==> config.mk <==
export PLATFORM = sky130hd
export DESIGN_NAME = ssp_special_ports
export DESIGN_NICKNAME = d
export VERILOG_FILES = /design/src/hw/ssp_pkg.sv /design/src/hw/ssp_ret_stack.sv /design/src/hw/ssp_special_ports.sv
export SDC_FILE = /design/constraint.sdc
export NUM_CORES = 1
export LEC_CHECK = 0
export BUFFER_PORTS_ARGS = -buffer_cell sky130_fd_sc_hd__buf_2
export CORE_ASPECT_RATIO = 0.5
export CORE_MARGIN = 4
export CORE_UTILIZATION = 45
export CTS_CLUSTER_SIZE = 24
export DETAILED_ROUTE_END_ITERATION = 7
export PLACE_DENSITY = 0.78
export SYNTH_ARGS = -nofsm -noshare
export SYNTH_HDL_FRONTEND = slang
export SYNTH_SLANG_ARGS = --single-unit
export TNS_END_PERCENT = 1
==> constraint.sdc <==
create_clock -name i_core_clk -period 1.9 [get_ports i_core_clk]
set_input_delay 0.19 -clock i_core_clk [delete_from_list [all_inputs] [get_ports i_core_clk]]
set_output_delay 0.19 -clock i_core_clk [all_outputs]
set_load 0.02 [all_outputs]
==> src/hw/ssp_pkg.sv <==
// Purpose : Shared constants for the sequencer special ports block
// Assumes : Register index n sits at APB byte address 4*n
// Notes   : Indices are 8 bits; narrower values sit in the low bits, except the decode operand in bits 6 to 4
package ssp_pkg;
    // ------------------------------------------------------------
    // Register indices (byte address is four times the index)
    // ------------------------------------------------------------
    localparam logic [7:0] SSP_IDX_SRC_PTR   = 8'h65;
    localparam logic [7:0] SSP_IDX_DST_PTR   = 8'h66;
    localparam logic [7:0] SSP_IDX_NULL_SINK = 8'h6A;
    localparam logic [7:0] SSP_IDX_FLAGS     = 8'h6B;
    localparam logic [7:0] SSP_IDX_IND_SRC   = 8'h6C;
    localparam logic [7:0] SSP_IDX_IND_DST   = 8'h6D;
    localparam logic [7:0] SSP_IDX_DECODE    = 8'h6E;
    localparam logic [7:0] SSP_IDX_STACK     = 8'h6F;

    // ------------------------------------------------------------
    // Field layout
    // ------------------------------------------------------------
    localparam int SSP_FLAG_ZERO_BIT  = 1;
    localparam int SSP_FLAG_CARRY_BIT = 0;
    localparam int SSP_OPND_LSB       = 4;
    localparam int SSP_OPND_MSB       = 6;

    // ------------------------------------------------------------
    // Sizes and reset values
    // ------------------------------------------------------------
    localparam int SSP_APB_AW     = 10;
    localparam int SSP_RET_AW     = 9;
    localparam int SSP_STACK_D    = 4;
    localparam logic [7:0] SSP_PTR_RST   = 8'h00;
    localparam logic [2:0] SSP_OPND_RST  = 3'h0;
    localparam logic [8:0] SSP_RET_RST   = 9'h000;
    localparam logic [31:0] SSP_RDATA_RST = 32'h0000_0000;
endpackage : ssp_pkg

==> src/hw/ssp_ret_stack.sv <==
// Purpose : Four-entry return stack with byte-wise read-out
// Assumes : Push and pop come from the instruction engine, never both at once
// Notes   : Read-out rotates the stack; eight reads restore the original top
`timescale 1ns/1ps
`default_nettype none
module ssp_ret_stack (
    input  wire logic                             i_core_clk,
    input  wire logic                             i_rstn,
    input  wire logic                             i_push,
    input  wire logic [ssp_pkg::SSP_RET_AW-1:0]   i_push_addr,
    input  wire logic                             i_pop,
    input  wire logic                             i_read_strobe,
    output logic      [ssp_pkg::SSP_RET_AW-1:0]   o_top,
    output logic      [7:0]                       o_read_byte
);
    typedef struct packed {
        logic [ssp_pkg::SSP_STACK_D-1:0][ssp_pkg::SSP_RET_AW-1:0] entry;
        logic [1:0]                                              top;
        logic                                                    hi;
    } ssp_stk_t;

    ssp_stk_t st_ff;
    ssp_stk_t nxt_st;

    // ------------------------------------------------------------
    // Next state
    // ------------------------------------------------------------
    always_comb begin
        nxt_st = st_ff;
        if (i_push) begin
            nxt_st.top = st_ff.top - 2'd1;
            nxt_st.entry[st_ff.top - 2'd1] = i_push_addr;
            nxt_st.hi = 1'b0;
        end else if (i_pop) begin
            nxt_st.top = st_ff.top + 2'd1;
            nxt_st.hi = 1'b0;
        end else if (i_read_strobe) begin
            nxt_st.hi = ~st_ff.hi;
            // Only the high-byte read moves to the next older entry
            if (st_ff.hi) begin
                nxt_st.top = st_ff.top + 2'd1;
            end
        end
    end

    always_ff @(posedge i_core_clk or negedge i_rstn) begin
        if (!i_rstn) begin
            st_ff <= '0;
        end else begin
            st_ff <= nxt_st;
        end
    end

    // Location top is the entry at the top, location top+k is k entries older
    assign o_top = st_ff.entry[st_ff.top];
    assign o_read_byte = st_ff.hi
        ? {{(16 - ssp_pkg::SSP_RET_AW){1'b0}}, o_top[ssp_pkg::SSP_RET_AW-1:8]}
        : o_top[7:0];
endmodule : ssp_ret_stack
`default_nettype wire

==> src/hw/ssp_special_ports.sv <==
// Purpose : Special ports of the sequencer datapath with an APB host view
// Assumes : Host accesses happen while the instruction engine is paused
// Notes   : Sequencer reads answer one cycle later from flip-flops
//           Host accesses wait while the sequencer drives a port
//           Index registers are seen only by the sequencer
//           Stack read-out walks the same stack that the engine pops
//
// Design decision made here: the APB register port.
`timescale 1ns/1ps
`default_nettype none
module ssp_special_ports (
    // Clock and reset
    input  wire logic                             i_core_clk,
    input  wire logic                             i_rstn,

    // APB slave
    input  wire logic                             i_psel,
    input  wire logic                             i_penable,
    input  wire logic                             i_pwrite,
    input  wire logic [ssp_pkg::SSP_APB_AW-1:0]   i_paddr,
    input  wire logic [31:0]                      i_pwdata,
    input  wire logic [3:0]                       i_pstrb,
    output logic                                  o_pready,
    output logic      [31:0]                      o_prdata,
    output logic                                  o_pslverr,

    // Sequencer port access
    input  wire logic                             i_seq_rd,
    input  wire logic [7:0]                       i_seq_rd_addr,
    output logic                                  o_seq_rd_valid,
    output logic      [7:0]                       o_seq_rd_data,
    input  wire logic                             i_seq_wr,
    input  wire logic [7:0]                       i_seq_wr_addr,
    input  wire logic [7:0]                       i_seq_wr_data,

    // Scratch memory behind the indirect ports
    output logic      [7:0]                       o_mem_rd_addr,
    input  wire logic [7:0]                       i_mem_rd_data,
    output logic                                  o_mem_wr,
    output logic      [7:0]                       o_mem_wr_addr,
    output logic      [7:0]                       o_mem_wr_data,

    // ALU result feedback
    input  wire logic                             i_alu_done,
    input  wire logic                             i_alu_arith,
    input  wire logic [7:0]                       i_alu_result,
    input  wire logic                             i_alu_carry,

    // Return stack control
    input  wire logic                             i_stack_push,
    input  wire logic [ssp_pkg::SSP_RET_AW-1:0]   i_stack_push_addr,
    input  wire logic                             i_stack_pop,
    output logic      [ssp_pkg::SSP_RET_AW-1:0]   o_stack_top,
    // Index registers as the engine sees them
    output logic      [7:0]                       o_src_ptr,
    output logic      [7:0]                       o_dst_ptr
);
    typedef struct packed {
        // Host bus answer
        logic        apb_ack;
        logic [31:0] prdata;
        logic        pslverr;

        // Sequencer read answer
        logic        seq_rd_valid;
        logic [7:0]  seq_rd_data;

        // Index registers and decode operand
        logic [7:0]  src_ptr;
        logic [7:0]  dst_ptr;
        logic [2:0]  operand;

        // Flags
        logic        zero;
        logic        carry;

        // Indirect store towards scratch memory
        logic        mem_wr;
        logic [7:0]  mem_wr_addr;
        logic [7:0]  mem_wr_data;
    } ssp_state_t;

    ssp_state_t st_ff;
    ssp_state_t nxt_st;

    // Read values offered to both masters
    logic [7:0] stack_byte;
    logic [7:0] one_hot;
    logic [7:0] flag_byte;

    // Host decode and handshake
    logic [7:0] apb_idx;
    logic       apb_aligned;
    logic       seq_busy;
    logic       apb_rd_ok;
    logic       apb_wr_ok;
    logic       apb_done;
    logic [7:0] apb_byte;

    // Stack read-out strobes
    logic       host_stack_rd;
    logic       seq_stack_rd;
    logic       stack_rd;

    // ------------------------------------------------------------
    // Shared read values
    // ------------------------------------------------------------
    // One comparator per bit of the decoded byte
    for (genvar b = 0; b < 8; b++) begin : g_hot
        assign one_hot[b] = (st_ff.operand == 3'(b));
    end

    // Bits 7 to 2 of the flag view always read as zero
    always_comb begin
        flag_byte = 8'h00;
        flag_byte[ssp_pkg::SSP_FLAG_ZERO_BIT]  = st_ff.zero;
        flag_byte[ssp_pkg::SSP_FLAG_CARRY_BIT] = st_ff.carry;
    end

    // ------------------------------------------------------------
    // Host decode
    // ------------------------------------------------------------
    assign apb_idx     = i_paddr[ssp_pkg::SSP_APB_AW-1:2];
    assign apb_aligned = (i_paddr[1:0] == 2'b00);
    assign seq_busy    = i_seq_rd | i_seq_wr;

    // The indirect ports and index registers are left out of the host map
    always_comb begin
        apb_rd_ok = 1'b0;
        apb_wr_ok = 1'b0;
        apb_byte  = 8'h00;
        if (apb_aligned) begin
            // Misaligned addresses stay refused
            case (apb_idx)
                ssp_pkg::SSP_IDX_NULL_SINK: begin
                    apb_rd_ok = 1'b1;
                    apb_wr_ok = 1'b1;
                    apb_byte  = 8'h00;
                end

                ssp_pkg::SSP_IDX_FLAGS: begin
                    apb_rd_ok = 1'b1;
                    apb_wr_ok = 1'b1;
                    apb_byte  = flag_byte;
                end

                ssp_pkg::SSP_IDX_DECODE: begin
                    apb_rd_ok = 1'b1;
                    apb_wr_ok = 1'b1;
                    apb_byte  = one_hot;
                end

                ssp_pkg::SSP_IDX_STACK: begin
                    apb_rd_ok = 1'b1;
                    apb_wr_ok = 1'b1;
                    apb_byte  = stack_byte;
                end

                default: begin
                    // Refused: no effect, zero data, error answer
                    apb_rd_ok = 1'b0;
                    apb_wr_ok = 1'b0;
                    apb_byte  = 8'h00;
                end
            endcase
        end
    end

    // Access phase: one wait cycle latches data, the next completes it.
    // The wait state costs a cycle but keeps prdata and pready on flops,
    // so the host never samples a value that is still being decoded.
    assign apb_done = i_psel & i_penable & st_ff.apb_ack;

    // Both the host and the sequencer may walk the stack read-out;
    // reads from both in one cycle count as a single step
    assign host_stack_rd = apb_done & ~i_pwrite & ~st_ff.pslverr
                         & (apb_idx == ssp_pkg::SSP_IDX_STACK);
    assign seq_stack_rd  = i_seq_rd & (i_seq_rd_addr == ssp_pkg::SSP_IDX_STACK);
    assign stack_rd      = host_stack_rd | seq_stack_rd;

    // ------------------------------------------------------------
    // Next state
    // ------------------------------------------------------------
    always_comb begin
        nxt_st = st_ff;
        nxt_st.seq_rd_valid = 1'b0;
        nxt_st.mem_wr = 1'b0;

        // Host side: the completion edge retires the answer
        if (apb_done) begin
            nxt_st.apb_ack = 1'b0;
            // Only byte lane 0 carries the port byte
            if (i_pwrite & ~st_ff.pslverr & i_pstrb[0]
                & (apb_idx == ssp_pkg::SSP_IDX_DECODE)) begin
                nxt_st.operand =
                    i_pwdata[ssp_pkg::SSP_OPND_MSB:ssp_pkg::SSP_OPND_LSB];
            end
        end else if (i_psel & i_penable & ~seq_busy) begin
            // Sequencer traffic holds off the latch so the data stays coherent
            nxt_st.apb_ack = 1'b1;
            if (i_pwrite) begin
                nxt_st.pslverr = ~apb_wr_ok;
                nxt_st.prdata  = ssp_pkg::SSP_RDATA_RST;
            end else begin
                nxt_st.pslverr = ~apb_rd_ok;
                nxt_st.prdata  = apb_rd_ok ? {24'h00_0000, apb_byte}
                                           : ssp_pkg::SSP_RDATA_RST;
            end
        end

        // Sequencer reads
        if (i_seq_rd) begin
            nxt_st.seq_rd_valid = 1'b1;
            case (i_seq_rd_addr)
                ssp_pkg::SSP_IDX_SRC_PTR: begin
                    nxt_st.seq_rd_data = st_ff.src_ptr;
                end

                ssp_pkg::SSP_IDX_DST_PTR: begin
                    nxt_st.seq_rd_data = st_ff.dst_ptr;
                end

                ssp_pkg::SSP_IDX_NULL_SINK: begin
                    nxt_st.seq_rd_data = 8'h00;
                end

                ssp_pkg::SSP_IDX_FLAGS: begin
                    nxt_st.seq_rd_data = flag_byte;
                end

                ssp_pkg::SSP_IDX_IND_SRC: begin
                    nxt_st.seq_rd_data = i_mem_rd_data;
                    nxt_st.src_ptr = st_ff.src_ptr + 8'h01;
                end

                ssp_pkg::SSP_IDX_DECODE: begin
                    nxt_st.seq_rd_data = one_hot;
                end

                ssp_pkg::SSP_IDX_STACK: begin
                    nxt_st.seq_rd_data = stack_byte;
                end

                default: begin
                    // Unmapped and write-only ports read as zero
                    nxt_st.seq_rd_data = 8'h00;
                end
            endcase
        end

        // Sequencer writes; a pointer load wins over its own increment
        if (i_seq_wr) begin
            case (i_seq_wr_addr)
                ssp_pkg::SSP_IDX_SRC_PTR: begin
                    nxt_st.src_ptr = i_seq_wr_data;
                end
                ssp_pkg::SSP_IDX_DST_PTR: begin
                    nxt_st.dst_ptr = i_seq_wr_data;
                end
                ssp_pkg::SSP_IDX_IND_DST: begin
                    nxt_st.mem_wr      = 1'b1;
                    nxt_st.mem_wr_addr = st_ff.dst_ptr;
                    nxt_st.mem_wr_data = i_seq_wr_data;
                    nxt_st.dst_ptr     = st_ff.dst_ptr + 8'h01;
                end
                ssp_pkg::SSP_IDX_DECODE: begin
                    nxt_st.operand =
                        i_seq_wr_data[ssp_pkg::SSP_OPND_MSB:ssp_pkg::SSP_OPND_LSB];
                end
                default: begin
                    // Null sink and read-only ports: the data is dropped
                    nxt_st.mem_wr = 1'b0;
                end
            endcase
        end

        // Flags follow each ALU result; logical operations keep the carry,
        // since a logical step has no carry out of its own
        if (i_alu_done) begin
            nxt_st.zero = (i_alu_result == 8'h00);
            if (i_alu_arith) begin
                nxt_st.carry = i_alu_carry;
            end
        end
    end

    always_ff @(posedge i_core_clk or negedge i_rstn) begin
        if (!i_rstn) begin
            st_ff <= '0;
        end else begin
            st_ff <= nxt_st;
        end
    end

    // ------------------------------------------------------------
    // Return stack
    // ------------------------------------------------------------
    // Push and pop come straight from the engine
    ssp_ret_stack u_stack (
        .i_core_clk    (i_core_clk),
        .i_rstn        (i_rstn),
        .i_push        (i_stack_push),
        .i_push_addr   (i_stack_push_addr),
        .i_pop         (i_stack_pop),
        .i_read_strobe (stack_rd),
        .o_top         (o_stack_top),
        .o_read_byte   (stack_byte)
    );

    // ------------------------------------------------------------
    // Outputs
    // ------------------------------------------------------------
    // Host bus
    assign o_pready       = st_ff.apb_ack;
    assign o_prdata       = st_ff.prdata;
    assign o_pslverr      = st_ff.pslverr & st_ff.apb_ack;

    // Sequencer read answer
    assign o_seq_rd_valid = st_ff.seq_rd_valid;
    assign o_seq_rd_data  = st_ff.seq_rd_data;

    // Scratch memory
    assign o_mem_rd_addr  = st_ff.src_ptr;
    assign o_mem_wr       = st_ff.mem_wr;
    assign o_mem_wr_addr  = st_ff.mem_wr_addr;
    assign o_mem_wr_data  = st_ff.mem_wr_data;

    // Index registers
    assign o_src_ptr      = st_ff.src_ptr;
    assign o_dst_ptr      = st_ff.dst_ptr;
endmodule : ssp_special_ports
`default_nettype wire

==> results of run 1 <==
-- stage by stage --
stage	utilization	std cells
3_3_place_gp	0.521	802
2_1_floorplan	-	563
6_report	0.553	822
5_1_grt	0.553	821
3_5_place_dp	0.521	802
4_1_cts	0.550	820
-- worst max path at each step --
stage                                 start                       to  slack (ps)  cells past startpoint
2_1_floorplan          o_pready$_DFFE_PN0P_      st_ff[19]$_DFF_PN0_          90                      4
3_3_place_gp           o_pready$_DFFE_PN0P_  o_prdata[4]$_DFFE_PN0P_          70                      3
3_5_place_dp           o_pready$_DFFE_PN0P_  o_prdata[7]$_DFFE_PN0P_          -9                      3
4_1_cts        u_stack.st_ff[1]$_DFFE_PN0P_           o_stack_top[8]         0.6                      4
5_1_grt        u_stack.st_ff[1]$_DFFE_PN0P_           o_stack_top[0]         -20                      4
6_report       u_stack.st_ff[1]$_DFFE_PN0P_           o_stack_top[0]          20                      4
-- critical path, cell delays in order (launching register included) --
cell	delay (ps)
dfrtp_2	410
buf_12	140
mux4_2	540
buf_6	140
buf_6	120
-- per-layer routing --
layer  vias up  global-route usage  part of all wire
li1       2094                   -                 -
met3        30              0.0518             0.069
met2       174               0.360              0.50
met4         0              0.0655             0.019
met1      2239               0.255              0.41
met5         -                   0                 0
-- sequential cells by signal, indices dropped and copies added, names as in the netlist --
| register | count |
|---|---|
| flag_byte | 2 |
| o_dst_ptr | 8 |
| o_mem_rd_addr | 8 |
| o_mem_wr | 1 |
| o_mem_wr_addr | 8 |
| o_mem_wr_data | 8 |
| o_prdata | 8 |
| o_pready | 1 |
| o_seq_rd_data | 8 |
| o_seq_rd_valid | 1 |
| st_ff | 4 |
| u_stack.st_ff | 39 |
-- cells by family (layout without fill, tap and decap cells) --
family | count (synthesis) | in the layout
other | 1 | 25
adder cells (fa/ha/maj) | 6 | 6
buffers and inverters | 123 | 216
multiplexers | 76 | 76
XOR/XNOR | 7 | 7
AND/OR/NAND/NOR | 149 | 149
flip-flops | 96 | 96
AO/OA/AOI/OAI | 82 | 82
-- cell usage after synthesis, types with 4 or more instances --
cell type	count	area, sq um
mux4_2	9	203
a21oi_1	11	55.1
a22oi_1	20	150
nor2_1	19	71.3
o21ai_1	8	40.0
mux2i_1	10	100
xor2_1	4	35.0
dfrtp_1	96	2400
or4_1	6	45.0
mux2_2	57	642
buf_4	82	616
ha_1	6	75.1
nor3_1	4	20.0
o21ai_0	13	65.1
buf_2	4	20.0
o22ai_1	5	31.3
nand2_1	31	116
nand4_1	15	93.8
inv_1	19	71.3
clkbuf_1	16	60.1
and3b_1	5	43.8
o221ai_1	7	61.3
and3_1	12	75.1
nand2b_1	10	62.6
nor4bb_1	5	50.1
nor4_1	6	37.5
nor2b_1	4	25.0
nand3b_1	7	52.6
nand3_1	7	35.0
a32oi_1	4	35.0
-- power breakdown --
| group | internal [uW] | switching (uW) |
|---|---|---|
| clock | 1160 | 820 |
| combinational | 1450 | 1430 |
| sequential | 2520 | 310 |
-- cell type report --
class                      count  area, sq um  share of cell area
antenna                        1         2.50            0.000373
clock buffer                  10          229              0.0341
clock inverter                 6         90.1              0.0134
inverter                      19         71.3              0.0106
multi-input combinational    344         2640               0.393
sequential                    96         2400               0.358
tap                          165          206              0.0308
timing repair buffer         181         1070               0.159
-- repair_timing --
action	in CTS	in global routing
endpoints found under the hold margin	35	0
endpoints found under the setup margin	6	4
hold buffers	1	0
buffers inserted	1	0
gates resized for setup	4	5
gates cloned	0	1
==> flow_metrics.py, run 1 <==
metrics = {
    "placed_design": {
        "gp_congestion": 0.944,
        "pre_cts_ws_ps": -8.87,
        "place_hpwl_microns": 11400,
        "io_buffers": 143,
        "place_area_sq_mm": 0.00631,
    },
    "synth": {
        "seq_area_frac_synth": 0.420,
        "synth_fa_ha_area_frac": 0.0131,
        "synthDistinctLibCells": 54,
        "synthCells": 540,
        "synth_top_family_by_area": "multiplexers",
        "netlist_area_sq_mm": 0.00573,
        "synth-compound-area-share": 0.0966,
        "avgSynthCellArea_sq_um": 10.6,
        "synth_xor_area_frac": 0.0107,
        "yosys.area_share.simple": 0.158,
        "synth_ff_type": "dfrtp_1",
        "yosys_warnings": 0,
        "ys_ff_latch": 96,
        "async_flop_share": 1.00,
        "synthMuxAreaShare": 0.165,
        "synth_edf_count": 0,
    },
    "timing": {
        "setup_tns_ps": 0,
        "worst_slack_ps": 16.3,
        "worst_pin_slew_ps": 589,
        "holdWs_ps": 54.9,
        "fin_worst_skew_ps": 5.45,
        "relSlewSlack": 0.604,
        "setup_viol": 0,
        "timing.fmax_mhz": 531,
        "slew_viol_final": 0,
        "fin_crit_sh": 0.991,
        "rsz0062_at_grt": "yes",
        "layout_min_cycle_time_ps": 1880,
        "hold_viol": 0,
    },
    "finish": {
        "final_common_cell": "buf_2",
        "fillers": 1056,
        "final_cell_mix": "140 x buf_2, 95 x dfrtp_1, 57 x mux2_2, 33 x buf_4, 31 x nand2_1",
        "layout.nets": 764,
        "drive_gt1_frac": 0.412,
        "fin_area_sq_mm": 0.00671,
        "area_growth_pct": 17.1,
    },
    "worst_setup_path": {
        "reg2regPathDepth": 5,
        "r2r-end": "o_seq_rd_data[0]$_DFFE_PN0P_",
        "crit_required_ps": 1710,
        "worstPathMaxFanout": 6,
        "cp-start-kind": "flop",
        "critPathArrivalTime_ps": 1690,
        "r2r_slack_ps": 70,
        "crit-reg2reg-launch": "u_stack.st_ff[1]$_DFFE_PN0P_",
        "criticalPathCategory": "flop to primary output",
        "critPathCaptureType": "primary output",
    },
    "global_routing": {
        "antenna_found_initial": 0,
        "grt_max_degree": 42,
        "first_global_vias": 4611,
        "grt_overflow_total": 0,
        "grt_first_pass_wirelength_microns": 23900,
        "track_usage": 0.206,
    },
    "cts": {
        "root_buffer": "clkbuf_16",
        "cts_sinks": 96,
        "clk_path_buf_depth": 2,
        "insertion_delay_ps": 340,
        "clk_pin_slew_ps": 70,
        "cts_max_level": 3,
        "cts_tree": "yes",
        "cts_made_buffers": 9,
    },
    "die": {
        "ios": 200,
        "die_w_microns": 168,
        "die_height_microns": 87.8,
        "die-area_sq_mm": 0.0147,
        "rows": 28,
        "start_util": 0.472,
        "core_area_sq_mm": 0.0121,
    },
    "run": {
        "drv_cap": 0,
    },
    "power_and_ir_drop": {
        "peakVddDrop_mv": 0.926,
        "p_total_uw": 7700,
        "leakage_uw": 0.00326,
        "powerDensity_mw_per_mm2": 1150,
    },
    "worst_hold_path": {
        "hold_class": "input pin to flop",
        "hold_start": "i_alu_done",
        "hold_end": "flag_byte[1]$_DFFE_PN0P_",
        "min_path_cells": 2,
    },
    "detailed_routing": {
        "firstDrtPassIters": 5,
        "vias_per_cell": 5.52,
        "vias": 4537,
        "drc_errors": 0,
        "avgRoutedWirePerCell_microns": 18.4,
        "drt_wl_total_microns": 15100,
        "drt-initial-drc-count": 302,
        "drtAntennaViolNets": 0,
    },
    "outcome": {
        "outcome": "finished, final reports clean",
    },
}
Power figures use the tool's default switching activity.
==> inputs of run 2 (changes only) <==
--- a/config.mk
+++ b/config.mk
@@ -5,7 +5,7 @@
 export SDC_FILE = /design/constraint.sdc
 export NUM_CORES = 1
 export LEC_CHECK = 0
-export BUFFER_PORTS_ARGS = -buffer_cell sky130_fd_sc_hd__buf_2
+export BUFFER_PORTS_ARGS = -buffer_cell sky130_fd_sc_hd__clkbuf_2
 export CORE_ASPECT_RATIO = 0.5
 export CORE_MARGIN = 4
 export CORE_UTILIZATION = 45
==> flow_metrics.py, run 2 (synthesis gave the netlist of run 1 again) <==
metrics = {
    "outcome": {
        "outcome": "finished, final reports clean",
    },
    "worst_setup_path": {
        "criticalPathCategory": "flop to primary output",
        "slowest_delay_ps": 550,
        "worstPathMaxFanout": 6,
        "crit-reg2reg-launch": "u_stack.st_ff[1]$_DFFE_PN0P_",
        "r2r-end": "o_seq_rd_data[0]$_DFFE_PN0P_",
        "critPathCaptureType": "primary output",
        "reg2regPathDepth": 5,
        "crit_required_ps": 1710,
        "critPathArrivalTime_ps": 1710,
        "cp_top_family": "multiplexers",
        "r2r_slack_ps": 70,
        "critPathBufInv": 3,
        "slowest_stage": "mux4_2",
        "cp-start-kind": "flop",
        "worstPathCellList": "buf_6, buf_16, mux4_2, buf_8",
    },
    "timing": {
        "timing.fmax_mhz": 528,
        "worst_pin_slew_ps": 563,
        "hold_viol": 0,
        "fin_worst_skew_ps": 8.35,
        "holdWs_ps": 58.0,
        "setup_tns_ps": 0,
        "slew_viol_final": 0,
        "layout_min_cycle_time_ps": 1900,
        "relSlewSlack": 0.621,
        "setup_viol": 0,
        "fin_crit_sh": 0.997,
        "rsz0062_at_grt": "yes",
    },
    "global_routing": {
        "grt_max_degree": 41,
        "track_usage": 0.204,
        "grt_overflow_total": 0,
        "antenna_found_initial": 0,
        "grt_first_pass_wirelength_microns": 23600,
        "first_global_vias": 4424,
    },
    "cts": {
        "insertion_delay_ps": 350,
        "clk_path_buf_depth": 2,
        "clk_pin_slew_ps": 70,
        "cts_made_buffers": 9,
        "cts_max_level": 3,
        "cts_sinks": 96,
        "root_buffer": "clkbuf_16",
        "cts_tree": "yes",
    },
    "power_and_ir_drop": {
        "powerDensity_mw_per_mm2": 1140,
        "p_total_uw": 7700,
        "peakVddDrop_mv": 1.18,
        "leakage_uw": 0.00326,
    },
    "placed_design": {
        "place_area_sq_mm": 0.00633,
        "gp_congestion": 0.929,
        "place_hpwl_microns": 11200,
        "io_buffers": 143,
        "dpl.cell_count": 801,
    },
    "run": {
        "drv_cap": 0,
    },
    "die": {
        "core_area_sq_mm": 0.0121,
        "ios": 200,
        "die_height_microns": 87.8,
        "die-area_sq_mm": 0.0147,
        "start_util": 0.472,
        "rows": 28,
        "die_w_microns": 168,
    },
    "finish": {
        "drive_gt1_frac": 0.414,
        "area_growth_pct": 17.6,
        "largest_register_ffs": 39,
        "final_common_cell": "clkbuf_2",
        "final_cell_mix": "136 x clkbuf_2, 94 x dfrtp_1, 57 x mux2_2, 33 x buf_4, 31 x nand2_1",
        "largest-register": "u_stack.st_ff",
        "diodes": 0,
        "layout.nets": 765,
        "fin_area_sq_mm": 0.00673,
        "fin_cells": 822,
    },
    "detailed_routing": {
        "firstDrtPassIters": 5,
        "drt_wl_total_microns": 14900,
        "avgRoutedWirePerCell_microns": 18.1,
        "vias": 4482,
        "vias_per_cell": 5.45,
        "drt-initial-drc-count": 234,
        "drc_errors": 0,
        "drtAntennaViolNets": 0,
    },
    "worst_hold_path": {
        "hold_class": "input pin to flop",
        "hold_end": "flag_byte[1]$_DFFE_PN0P_",
        "hold_start": "i_alu_done",
        "min_path_cells": 2,
    },
}
run 2: cell count changes in the layout (fill, tap and decap cells not counted), moves of 2 or more:
cell / delta
bufinv_16: -2
inv_6: +2
buf_8: +3
buf_2: -140
clkbuf_2: +136
buf_12: +2
run 2: worst max path at each step:
| stage | slack, ps | start | depth (start not counted) | end |
|---|---|---|---|---|
| detailed placement | -10 | o_pready$_DFFE_PN0P_ | 3 | o_prdata[5]$_DFFE_PN0P_ |
| CTS | -20 | u_stack.st_ff[1]$_DFFE_PN0P_ | 4 | o_stack_top[0] |
| floorplan | 90 | o_pready$_DFFE_PN0P_ | 4 | st_ff[19]$_DFF_PN0_ |
| global placement | 60 | o_pready$_DFFE_PN0P_ | 3 | o_prdata[4]$_DFFE_PN0P_ |
| finish | 5 | u_stack.st_ff[1]$_DFFE_PN0P_ | 4 | o_stack_top[5] |
| global route | -40 | u_stack.st_ff[1]$_DFFE_PN0P_ | 4 | o_stack_top[5] |
run 2: worst register-to-register path, delay by kind of cell, from the launching register on:
| kind | cells | cell delay (ps) |
|---|---|---|
| compound gates | 1 | 220 |
| buf+inv | 1 | 150 |
| flops | 1 | 440 |
| mux | 2 | 500 |
| simple gates | 1 | 430 |
run 2: metal layers:
layer / global-route usage / routed length [microns] / up-vias
met5: 0 / 0 / -
met4: 0.0530 / 189 / 0
met3: 0.0523 / 1050 / 18
met2: 0.346 / 7300 / 169
met1: 0.267 / 6310 / 2201
li1: - / - / 2094
run 2: where the power goes:
part / switching [uW] / internal, uW / leakage, uW
Clock: 856 / 917 / 0.000143
Combinational: 1460 / 1620 / 0.00191
Sequential: 321 / 2530 / 0.00121
Total: 2640 / 5060 / 0.00326
run 2: what timing repair did:
action                                  4_1_cts  5_1_grt
hold buffers                                  1        0
buffers inserted                              4        0
gates cloned                                  1        0
pin swaps                                     0        0
endpoints found under the setup margin        7        7
gates resized for setup                      10       12
endpoints found under the hold margin        38        0
run 2: cell type report:
class,instances,area (sq um)
flip-flops and latches,96,2400
clock inverters,7,60.1
repair buffers,182,1140
clock buffers,9,225
fillers,1064,5390
inverters,19,71.3
multi-input cells,344,2630
well taps,165,206
run 2: through the flow:
step / setup WS, ps / utilization
detailed placement: -9.95 / 0.522
floorplan: 92.3 / -
CTS: -15.7 / 0.554
global route: -35.3 / 0.556
global placement: 64.2 / 0.522
finish: 4.99 / 0.556
